<file path="src/rtl/pms_pkg.sv">
package pms_pkg;
  // ==========================================================
  // Clock rates in kHz
  localparam int CLK_KHZ = 200000;
  localparam int RXC_KHZ_10 = 2500;
  localparam int RXC_KHZ_100 = 25000;
  localparam int RXC_KHZ_1000 = 125000;
  localparam int TXC_KHZ = 125000;
  localparam int SERC_KHZ = 625000;
  // ==========================================================
  // Widths and layout
  localparam int NIB_W = 4;
  localparam int BYTE_W = 8;
  localparam int WORD_W = BYTE_W + 1;
  localparam int FIFO_DEPTH = 16;
  localparam int HALF_W = 8;
  localparam int SER_BITS = WORD_W + 1;
  localparam int SER_CNT_W = 4;
  localparam int SY_W = 8;
  localparam int SY_PCLK = 7;
  localparam int SY_PCTL = 6;
  localparam int SY_NIB = 2;
  localparam int SY_SCLK = 1;
  localparam int SY_SDAT = 0;
  localparam logic [1:0] SPD_10 = 2'h0;
  localparam logic [1:0] SPD_100 = 2'h1;
  localparam logic [1:0] SPD_1000 = 2'h2;
  // Half period in clk cycles, never below one
  function automatic logic [HALF_W-1:0] half_cycles(input int khz);
    int n;
    n = CLK_KHZ / (2 * khz);
    half_cycles = HALF_W'((n < 1) ? 1 : n);
  endfunction
  localparam logic [HALF_W-1:0] HALF_10 = half_cycles(RXC_KHZ_10);
  localparam logic [HALF_W-1:0] HALF_100 = half_cycles(RXC_KHZ_100);
  localparam logic [HALF_W-1:0] HALF_1000 = half_cycles(RXC_KHZ_1000);
  localparam logic [HALF_W-1:0] HALF_TX = half_cycles(TXC_KHZ);
  localparam logic [HALF_W-1:0] HALF_SER = half_cycles(SERC_KHZ);
  typedef enum logic {SR_IDLE, SR_SHIFT} pms_ser_state_type;
  typedef struct packed {
    logic mode;
    logic [HALF_W-1:0] cnt;
    logic lclk;
    logic pclk;
    logic sclk_p;
    logic sclk_n;
    logic [NIB_W-1:0] nib;
    logic ctl;
    logic sout_p;
    logic sout_n;
    logic [WORD_W-1:0] hold;
    logic hen;
    logic [SER_BITS-1:0] sh;
    logic [SER_CNT_W-1:0] scnt;
    logic [NIB_W-1:0] plo;
    logic pen;
    pms_ser_state_type rst;
    logic [WORD_W-1:0] rsh;
    logic [SER_CNT_W-1:0] rcnt;
    logic [BYTE_W-1:0] ob;
    logic oe;
    logic ov;
  } pms_end_type;
endpackage

</file>
<file path="src/rtl/pms_link_if.sv">
`timescale 1ns/100ps
`default_nettype none
interface pms_link_if;
  logic mac_tx_clock;
  logic [pms_pkg::NIB_W-1:0] tx_nibble;
  logic tx_enable_error_combined;
  logic rx_recovered_clock;
  logic [pms_pkg::NIB_W-1:0] rx_nibble;
  logic rx_valid_error_combined;
  logic serial_in_pos;
  logic serial_in_neg;
  logic serial_clk_in_pos;
  logic serial_clk_in_neg;
  logic serial_out_pos;
  logic serial_out_neg;
  logic serial_clk_out_pos;
  logic serial_clk_out_neg;
  modport phy (
    input mac_tx_clock, tx_nibble, tx_enable_error_combined,
    input serial_in_pos, serial_in_neg, serial_clk_in_pos, serial_clk_in_neg,
    output rx_recovered_clock, rx_nibble, rx_valid_error_combined,
    output serial_out_pos, serial_out_neg, serial_clk_out_pos, serial_clk_out_neg
  );
  modport mac (
    output mac_tx_clock, tx_nibble, tx_enable_error_combined,
    output serial_in_pos, serial_in_neg, serial_clk_in_pos, serial_clk_in_neg,
    input rx_recovered_clock, rx_nibble, rx_valid_error_combined,
    input serial_out_pos, serial_out_neg, serial_clk_out_pos, serial_clk_out_neg
  );
endinterface
`default_nettype wire

</file>
<file path="src/rtl/pms_fifo.sv">
`timescale 1ns/100ps
`default_nettype none
module pms_fifo #(
  parameter int WIDTH = 9,
  parameter int DEPTH = 16
) (
  input wire logic clk,
  input wire logic reset,
  input wire logic [WIDTH-1:0] in_data,
  input wire logic in_valid,
  output logic in_ready,
  output logic [WIDTH-1:0] out_data,
  output logic out_valid,
  input wire logic out_ready
);
  // Depth must be a power of two: pointers wrap naturally
  localparam int AW = $clog2(DEPTH);
  logic [WIDTH-1:0] mem [DEPTH];
  logic [AW:0] wr_r, wr_nxt, rd_r, rd_nxt;
  logic rdy_r, rdy_nxt, push, pop;

  always_comb begin
    push = in_valid && rdy_r;
    pop = out_valid && out_ready;
    wr_nxt = wr_r + (AW+1)'(push);
    rd_nxt = rd_r + (AW+1)'(pop);
    rdy_nxt = (wr_nxt - rd_nxt) != (AW+1)'(DEPTH);
  end

  always_ff @(posedge clk or posedge reset) begin
    if (reset) begin
      wr_r <= '0;
      rd_r <= '0;
      rdy_r <= 1'b0;
    end else begin
      wr_r <= wr_nxt;
      rd_r <= rd_nxt;
      rdy_r <= rdy_nxt;
    end
  end

  always_ff @(posedge clk) begin
    if (push) begin
      mem[wr_r[AW-1:0]] <= in_data;
    end
  end

  assign in_ready = rdy_r;
  assign out_valid = wr_r != rd_r;
  assign out_data = mem[rd_r[AW-1:0]];
endmodule
`default_nettype wire

</file>
<file path="src/rtl/pms_phy_end.sv">
`timescale 1ns/100ps
`default_nettype none
// Functional notes
// - MAC drives tx nibble on its clock
// - MAC runs tx clock continuously, 125 MHz; here it runs at clk/2, 100 MHz, and is parked low in serial mode
// - Rx clock rate follows link speed
// - Rx nibble driven on our rx clock
// - MAC merges enable and error, both edges
// - Valid and error merged, both edges
// - Serial mode drives continuous 625 MHz clock; here it runs at clk/2, 100 MHz
// - MAC serial data follows serial clock in
// - Serial data out follows our serial clock
module pms_phy_end
  import pms_pkg::*;
(
  input wire logic clk,
  input wire logic reset,
  pms_link_if.phy link,
  input wire logic mode_serial,
  input wire logic [1:0] link_speed,
  input wire logic [BYTE_W-1:0] send_byte,
  input wire logic send_err,
  input wire logic send_valid,
  output logic send_ready,
  output logic [BYTE_W-1:0] recv_byte,
  output logic recv_err,
  output logic recv_valid
);
  // ==========================================================
  // Pin synchronisers and edge detection
  logic [SY_W-1:0] pin_raw, s1_r, s2_r, s3_r;
  logic p_rise, p_fall, s_rise;

  always_comb begin
    pin_raw = {link.mac_tx_clock, link.tx_enable_error_combined, link.tx_nibble,
               link.serial_clk_in_pos, link.serial_in_pos};
    // Edges come from the second stage onward only
    p_rise = s2_r[SY_PCLK] && !s3_r[SY_PCLK];
    p_fall = !s2_r[SY_PCLK] && s3_r[SY_PCLK];
    s_rise = s2_r[SY_SCLK] && !s3_r[SY_SCLK];
  end

  // ==========================================================
  // Outbound buffer
  logic [WORD_W-1:0] f_data;
  logic f_valid, f_pop;

  pms_fifo #(.WIDTH(WORD_W), .DEPTH(FIFO_DEPTH)) u_fifo (
    .clk(clk),
    .reset(reset),
    .in_data({send_err, send_byte}),
    .in_valid(send_valid),
    .in_ready(send_ready),
    .out_data(f_data),
    .out_valid(f_valid),
    .out_ready(f_pop)
  );
  // Sixteen words ride out a slow link clock
  // before the user side stalls

  // ==========================================================
  // Link engine
  pms_end_type s_r, n;
  logic [HALF_W-1:0] half;
  logic tick, rise, fall;

  always_comb begin
    n = s_r;
    n.ov = 1'b0;
    f_pop = 1'b0;
    n.mode = mode_serial;
    // ==========================================================
    // Speed select
    // Rate follows speed only in parallel mode
    half = HALF_SER;
    if (!s_r.mode) begin
      case (link_speed)
        SPD_10: half = HALF_10;
        SPD_100: half = HALF_100;
        default: half = HALF_1000;
      endcase
    end

    // ==========================================================
    // Divider
    // Free running divider; the clock never pauses
    tick = s_r.cnt >= (half - 8'h01);
    n.cnt = tick ? '0 : s_r.cnt + 1'b1;
    n.lclk = tick ? !s_r.lclk : s_r.lclk;
    rise = tick && !s_r.lclk;
    fall = tick && s_r.lclk;

    if (s_r.mode) begin
      // Parallel pins parked so shared terminals stay quiet
      n.pclk = 1'b0;
      n.nib = '0;
      n.ctl = 1'b0;
      n.pen = 1'b0;
      n.hen = 1'b0;
      n.sclk_p = n.lclk;
      n.sclk_n = !n.lclk;

      // ==========================================================
      // Serial send
      // New bit launched on the falling edge, sampled on rising
      if (fall) begin
        if (s_r.scnt > 4'h1) begin
          n.sh = s_r.sh >> 1;
          n.scnt = s_r.scnt - 1'b1;
        end else if (f_valid) begin
          n.sh = {f_data, 1'b1};
          n.scnt = SER_CNT_W'(SER_BITS);
          f_pop = 1'b1;
        end else begin
          n.sh = '0;
          n.scnt = '0;
        end
      end
      n.sout_p = n.sh[0];
      n.sout_n = !n.sh[0];

      // ==========================================================
      // Serial receive
      // Start bit marks a frame; an idle line stays low
      if (s_rise) begin
        case (s_r.rst)
          SR_IDLE: begin
            if (s2_r[SY_SDAT]) begin
              n.rst = SR_SHIFT;
              n.rcnt = '0;
            end
          end
          SR_SHIFT: begin
            n.rsh = {s2_r[SY_SDAT], s_r.rsh[WORD_W-1:1]};
            n.rcnt = s_r.rcnt + 1'b1;
            if (s_r.rcnt == SER_CNT_W'(WORD_W - 1)) begin
              n.rst = SR_IDLE;
              n.ov = 1'b1;
              n.ob = n.rsh[BYTE_W-1:0];
              n.oe = n.rsh[BYTE_W];
            end
          end
          default: n.rst = SR_IDLE;
        endcase
      end
    end else begin
      n.sclk_p = 1'b0;
      n.sclk_n = 1'b0;
      n.sout_p = 1'b0;
      n.sout_n = 1'b0;
      n.sh = '0;
      n.scnt = '0;
      n.rst = SR_IDLE;

      // ==========================================================
      // Parallel send
      n.pclk = n.lclk;
      // Nibble and control change with the clock edge that carries them
      if (rise) begin
        n.hold = f_data;
        n.hen = f_valid;
        f_pop = f_valid;
        n.nib = f_valid ? f_data[NIB_W-1:0] : '0;
        n.ctl = f_valid;
      end else if (fall) begin
        n.nib = s_r.hen ? s_r.hold[BYTE_W-1:NIB_W] : '0;
        n.ctl = s_r.hen ^ (s_r.hen && s_r.hold[BYTE_W]);
      end

      // ==========================================================
      // Parallel capture
      // Clock and data share sync depth, so they stay aligned
      if (p_rise) begin
        n.plo = s2_r[SY_NIB +: NIB_W];
        n.pen = s2_r[SY_PCTL];
      end
      // Error without enable is a false carrier; it yields no byte
      if (p_fall && s_r.pen) begin
        n.ov = 1'b1;
        n.ob = {s2_r[SY_NIB +: NIB_W], s_r.plo};
        n.oe = s2_r[SY_PCTL] ^ s_r.pen;
      end
    end
  end

  // Third stage only feeds edge detection, never data
  always_ff @(posedge clk or posedge reset) begin
    if (reset) begin
      s1_r <= '0;
      s2_r <= '0;
      s3_r <= '0;
      s_r <= '0;
    end else begin
      s1_r <= pin_raw;
      s2_r <= s1_r;
      s3_r <= s2_r;
      s_r <= n;
    end
  end

  // ==========================================================
  // Pin and user outputs, all straight from flops
  assign link.rx_recovered_clock = s_r.pclk;
  assign link.rx_nibble = s_r.nib;
  assign link.rx_valid_error_combined = s_r.ctl;
  assign link.serial_clk_out_pos = s_r.sclk_p;
  assign link.serial_clk_out_neg = s_r.sclk_n;
  assign link.serial_out_pos = s_r.sout_p;
  assign link.serial_out_neg = s_r.sout_n;
  assign recv_byte = s_r.ob;
  assign recv_err = s_r.oe;
  assign recv_valid = s_r.ov;
endmodule
`default_nettype wire

</file>
<file path="src/flat_wrapper.sv">
// flat-port wrapper written by rule: the top's interface ports become plain ports
module pms_phy_end_flat import pms_pkg::*;
  (clk, reset, mode_serial, link_speed, send_byte, send_err, send_valid, send_ready, recv_byte, recv_err, recv_valid, link_mac_tx_clock, link_tx_nibble, link_tx_enable_error_combined, link_serial_in_pos, link_serial_in_neg, link_serial_clk_in_pos, link_serial_clk_in_neg, link_rx_recovered_clock, link_rx_nibble, link_rx_valid_error_combined, link_serial_out_pos, link_serial_out_neg, link_serial_clk_out_pos, link_serial_clk_out_neg);
  pms_link_if link_i ();
  input wire logic clk;
  input wire logic reset;
  input wire logic mode_serial;
  input wire logic [1:0] link_speed;
  input wire logic [BYTE_W-1:0] send_byte;
  input wire logic send_err;
  input wire logic send_valid;
  output logic send_ready;
  output logic [BYTE_W-1:0] recv_byte;
  output logic recv_err;
  output logic recv_valid;
  input wire logic [$bits(link_i.mac_tx_clock)-1:0] link_mac_tx_clock;
  input wire logic [$bits(link_i.tx_nibble)-1:0] link_tx_nibble;
  input wire logic [$bits(link_i.tx_enable_error_combined)-1:0] link_tx_enable_error_combined;
  input wire logic [$bits(link_i.serial_in_pos)-1:0] link_serial_in_pos;
  input wire logic [$bits(link_i.serial_in_neg)-1:0] link_serial_in_neg;
  input wire logic [$bits(link_i.serial_clk_in_pos)-1:0] link_serial_clk_in_pos;
  input wire logic [$bits(link_i.serial_clk_in_neg)-1:0] link_serial_clk_in_neg;
  output wire logic [$bits(link_i.rx_recovered_clock)-1:0] link_rx_recovered_clock;
  output wire logic [$bits(link_i.rx_nibble)-1:0] link_rx_nibble;
  output wire logic [$bits(link_i.rx_valid_error_combined)-1:0] link_rx_valid_error_combined;
  output wire logic [$bits(link_i.serial_out_pos)-1:0] link_serial_out_pos;
  output wire logic [$bits(link_i.serial_out_neg)-1:0] link_serial_out_neg;
  output wire logic [$bits(link_i.serial_clk_out_pos)-1:0] link_serial_clk_out_pos;
  output wire logic [$bits(link_i.serial_clk_out_neg)-1:0] link_serial_clk_out_neg;
  assign link_i.mac_tx_clock = link_mac_tx_clock;
  assign link_i.tx_nibble = link_tx_nibble;
  assign link_i.tx_enable_error_combined = link_tx_enable_error_combined;
  assign link_i.serial_in_pos = link_serial_in_pos;
  assign link_i.serial_in_neg = link_serial_in_neg;
  assign link_i.serial_clk_in_pos = link_serial_clk_in_pos;
  assign link_i.serial_clk_in_neg = link_serial_clk_in_neg;
  assign link_rx_recovered_clock = link_i.rx_recovered_clock;
  assign link_rx_nibble = link_i.rx_nibble;
  assign link_rx_valid_error_combined = link_i.rx_valid_error_combined;
  assign link_serial_out_pos = link_i.serial_out_pos;
  assign link_serial_out_neg = link_i.serial_out_neg;
  assign link_serial_clk_out_pos = link_i.serial_clk_out_pos;
  assign link_serial_clk_out_neg = link_i.serial_clk_out_neg;
  pms_phy_end u_core (.clk(clk), .reset(reset), .link(link_i), .mode_serial(mode_serial), .link_speed(link_speed), .send_byte(send_byte), .send_err(send_err), .send_valid(send_valid), .send_ready(send_ready), .recv_byte(recv_byte), .recv_err(recv_err), .recv_valid(recv_valid));
endmodule
</file>
<file path="config.mk">
export PLATFORM = sky130hd
export DESIGN_NAME = pms_phy_end_flat
export DESIGN_NICKNAME = d
export VERILOG_FILES = /design/src/rtl/pms_pkg.sv /design/src/rtl/pms_link_if.sv /design/src/rtl/pms_fifo.sv /design/src/rtl/pms_phy_end.sv /design/src/flat_wrapper.sv
export SDC_FILE = /design/constraint.sdc
export NUM_CORES = 1
export LEC_CHECK = 0
export BUFFER_PORTS_ARGS = -buffer_cell sky130_fd_sc_hd__buf_2
export CAP_MARGIN = 5
export CORE_UTILIZATION = 45
export DETAILED_ROUTE_END_ITERATION = 10
export SLEW_MARGIN = 20
export SYNTH_ARGS = -nofsm -noshare
export SYNTH_HDL_FRONTEND = slang
export SYNTH_SLANG_ARGS = --single-unit
</file>
<file path="constraint.sdc">
create_clock -name clk -period 11.7 [get_ports clk]
set_input_delay 2.34 -clock clk [delete_from_list [all_inputs] [get_ports clk]]
set_output_delay 2.34 -clock clk [all_outputs]
set_load 0.02 [all_outputs]
</file>
==> metrics.md <==
| Metric | Value |
|---|---|
| Hold Vio Cnt, Final | 0 |
| Max Buffers Root-to-Sink | 3 |
| EDFF count, synth | approximately 140 |
| Maximum capacitance violations | 0 |
| Synthesized cell area | 0.00985 mm2 |
| Buf/Inv on CP | 1 |
| # IOs | between 40 and 50 |
| GRT Resource Usage Total | 17.4% |
| CP top delay family | simple AND/OR/NAND/NOR gates |
| Full die area | 0.0225 mm2 |
| Category of the most critical setup path | input pin to register |
| Clock root buffer | sky130_fd_sc_hd__clkbuf_16 |
| HPWL after DPL | 12300 um |
| Yosys top cell area share | 43.9% |
| PostCTS Resize Cnt | 0 |
| Number of antenna cells inserted | 0 |
| Endpoint of the most critical setup path | u_core.u_fifo.in_ready$_DFF_PP0_ |
| CTS tree | yes |
| Post-route worst hold slack | 348 ps |
| Clock sink total | 240 |
| Routed via count | 5185 |
| Number of violations reported at the end of detailed-routing iteration 0 | 383 |
| H-tree depth | 1 |
| Via-to-Cell Ratio | 5.48 |
| Distinct cell type count after synthesis | 57 |
| Largest net degree at the start of global routing | 55 |
| Top achievable clock speed | 149 MHz |
| Count of fill cells added during filler insertion | between 1500 and 2000 |
| Fraction of layout cells with a size suffix above 1 | a little under a quarter |
| Share of total power in sequential cells | approximately 45% |
| Commonest non-fill, non-tap cell in the layout | sky130_fd_sc_hd__edfxtp_1 |
| Worst relative slew slack | 27.6% |
| First-pass GRT wire length | roughly 29000 um |
| Via count of the first global-routing pass | 5399 |
| Final setup violation count | 0 |
| Sequential-to-total area share from yosys stat | 68.3% |
| Internal power consumption | 0.00175 W |
| Die height | 150 um |
| Cells traversed along the worst timing path | buf_2, or3_1, ha_1, a211oi_1, nand2_1, a21oi_1, a21oi_1, and2_1, ha_1, nand4_1, nand2b_1, ha_1, nand3_1, xor2_1, ha_1, xnor3_1, nor3b_1, o2111ai_1 |
| Syn. warnings | 0 |
| Outcome | finished clean |
| Hold buffers post-CTS | 0 |
| Switching Share | a little under a third |
| Setup TNS | 0 ps |
| Number of antenna violations at the first check in global routing | 0 |
| Number of standard cells after synthesis | slightly above 600 |
| Path length in cells of the critical path | 18 |
| Final setup slack of the worst path | 5010 ps |
| Most common flop cell mapped by yosys | sky130_fd_sc_hd__edfxtp_1 |
| Buffers inserted by post-CTS timing repair | 0 |
| Element type at the critical path end | register |
| #FFs+latches synth | between 200 and 250 |
| Startpoint types | input pin |
| Ys async rst share | between 40% and 50% |
| Pre-CTS setup slack | roughly 4500 ps |
| Switching power of the nets | 0.000775 W |
| Rows | 53 |
| Final net count | just over 700 |
| Power density normalized to cell area | roughly 230 mW/mm2 |
| Leak | between 4 and 5 nW |
| Tmin final | 6690 ps |
| Highest net fanout along the worst path | 18 |
| Remaining global-route overflow | 0 |
| Worst setup path startpoint | link_speed[1] |
| Capturing point of the worst reg2reg path | u_core.u_fifo.in_ready$_DFF_PP0_ |
| Area grow syn2layout | 11.7% |
| Worst-Skew Late Latency | 530 ps |
| IR Drop Worst-Case VDD | 0.144 mV |
| DR WL/cell | ~20 um |
| Worst clock skew on the final layout | ~26 ps |
| Leading area contributor after synthesis | sky130_fd_sc_hd__edfxtp_1 |
| Initial standard-cell utilization of the core | about 46% |
| Most used cells in the layout excluding fill and tap cells | sky130_fd_sc_hd__edfxtp_1, sky130_fd_sc_hd__dfrtp_1, sky130_fd_sc_hd__buf_2 |
| Count of pins over their slew limit | 0 |
| Unrepaired setup endpoints after global routing | false |
| Post-synthesis area per instance | 16.0 um2 |
| Num CTS Buffers | 25 |
| Worst Reg-to-Reg Cells | 17 |
| Die W | 150 um |
| Largest cells by area after synthesis | sky130_fd_sc_hd__edfxtp_1, sky130_fd_sc_hd__dfrtp_1, sky130_fd_sc_hd__mux4_2 |
| Residual DRC count | 0 |
| Required arrival time at the worst endpoint | 12080 ps |
| Std-Cell Core Area | 0.0212 mm2 |
| CTS clock-pin slew for the worst setup and hold paths | about 60 ps |
| Power after layout | 0.00253 W |
| Reg2Reg Launch Point | u_core.s_r[72]$_DFF_PP0_ |
| Final core area utilization | 51.9% |
| Setup slack of the worst register-to-register path | 6210 ps |
| Period utilisation layout | 57.2% |
| Placer's final routability congestion estimate | 0.723 |
| Logic pwr share | 26.2% |
| Transition time at the pin with the least slew margin | 1090 ps |
| Clock group share of total power | 29.3% |
| Total Wirelength | 18800 um |
| Most used cell, CP | sky130_fd_sc_hd__ha_1 |
| Drt first pass iters | 5 |
| Data arrival time at the worst-slack endpoint | roughly 7100 ps |
| Worst Hold Class | register to register |
| CP max stage delay | between 600 and 700 ps |
| Post-route ant nets | 0 |
| Number of input and output port buffers inserted | 43 |
| Crit path max-delay cell type | sky130_fd_sc_hd__nand4_1 |
[metrics by stage]
| stage | cell area (um2) | cells |
|---|---|---|
| final | 11000 | 946 |
| after CTS | 11000 | 946 |
| after global routing | 11000 | 946 |
| after floorplan | 9860 | 618 |
| after detailed placement | 10200 | 903 |
| after global placement | 10200 | 903 |
[synthesized netlist by cell type (all sizes together), types with 2 or more instances]
| library cell | instances |
|---|---|
| nand3b | 2 |
| a22oi | 9 |
| a31oi | 5 |
| o22ai | 19 |
| dfrtp | 96 |
| and2 | 4 |
| nand3 | 13 |
| nor2b | 8 |
| a21boi | 2 |
| mux2 | 16 |
| nor2 | 40 |
| o31ai | 9 |
| nand2 | 20 |
| xnor2 | 4 |
| edfxtp | 144 |
| a21oi | 13 |
| clkbuf | 6 |
| nand4 | 2 |
| ha | 24 |
| or2 | 4 |
| xor2 | 17 |
| a22o | 2 |
| o21ai | 9 |
| a222oi | 8 |
| buf | 34 |
| nand4b | 4 |
| o211ai | 2 |
| a21o | 3 |
| nor3 | 7 |
| nand2b | 10 |
| mux4 | 36 |
| inv | 27 |
| and3 | 4 |
[sequential cells by signal (all words and copies together) (netlist names)]
register                             cells
u_core.u_fifo.in_ready                   1
u_core.recv_valid                        1
u_core.s2_r                              8
u_core.u_fifo.wr_r                       5
u_core.u_fifo.mem                      144
u_core.link.serial_clk_out_neg           1
u_core.link.rx_valid_error_combined      1
u_core.recv_byte                         8
u_core.link.rx_recovered_clock           1
u_core.link.serial_clk_out_pos           1
u_core.link.serial_out_neg               1
u_core.link.rx_nibble                    4
u_core.s_r                              48
u_core.s3_r                              2
u_core.u_fifo.rd_r                       5
u_core.recv_err                          1
u_core.s1_r                              8
[layer usage]
metal,part of all wire [%],up-vias,global-route usage (%)
li1,-,2396,-
met1,45,2654,23.9
met2,49,103,28.8
met3,3.7,32,2.62
met4,2.6,0,5.35
met5,0,-,0
[how the worst min path moves through the flow]
| stage | endpoint | cells after the start | start |
|---|---|---|---|
| after floorplan | u_core.s2_r[0]$_DFF_PP0_ | 0 | u_core.s1_r[0]$_DFF_PP0_ |
| after global placement | u_core.s2_r[3]$_DFF_PP0_ | 0 | u_core.s1_r[3]$_DFF_PP0_ |
| after global routing | u_core.s2_r[3]$_DFF_PP0_ | 0 | u_core.s1_r[3]$_DFF_PP0_ |
| after CTS | u_core.s2_r[3]$_DFF_PP0_ | 0 | u_core.s1_r[3]$_DFF_PP0_ |
| final | u_core.s2_r[3]$_DFF_PP0_ | 0 | u_core.s1_r[3]$_DFF_PP0_ |
| after detailed placement | u_core.s2_r[3]$_DFF_PP0_ | 0 | u_core.s1_r[3]$_DFF_PP0_ |
[layout make-up]
class | instances | area [um2] | share of cell area (%)
Timing Repair Buffer | 50 | 268 | 2.43
Clock buffer | 38 | 734 | 6.67
Sequential cell | 240 | 6730 | 61.1
Inverter | 27 | 104 | 0.944
Clock inverter | 5 | 40.0 | 0.364
Multi-Input combinational cell | 311 | 2790 | 25.3
Tap cell | 275 | 344 | 3.13
[power by group through the flow]
stage,Sequential [W],Clock [W],Combinational (W)
6_report,0.00112,0.000741,0.000662
5_1_grt,0.00114,0.000788,0.000733
4_1_cts,0.00112,0.000757,0.000677
3_5_place_dp,0.00114,0,0.000674
3_3_place_gp,0.00113,0,0.000655
2_1_floorplan,0.00110,0,0.000542
[cell families (layout without fill, tap and decap cells)]
group | Yosys count | after routing | synth area share (%)
AO/OA/AOI/OAI | 88 | 88 | 6.72
XOR/XNOR | 22 | 22 | 2.17
adder cells (fa/ha/maj) | 24 | 24 | 3.05
buffers and inverters | 67 | 120 | 3.53
flip-flops | 240 | 240 | 68.3
multiplexers | 53 | 53 | 10.2
other | 1 | 3 | 0.0381
AND/OR/NAND/NOR | 121 | 121 | 6.07
Note: power is estimated with default switching activity, not from simulation.
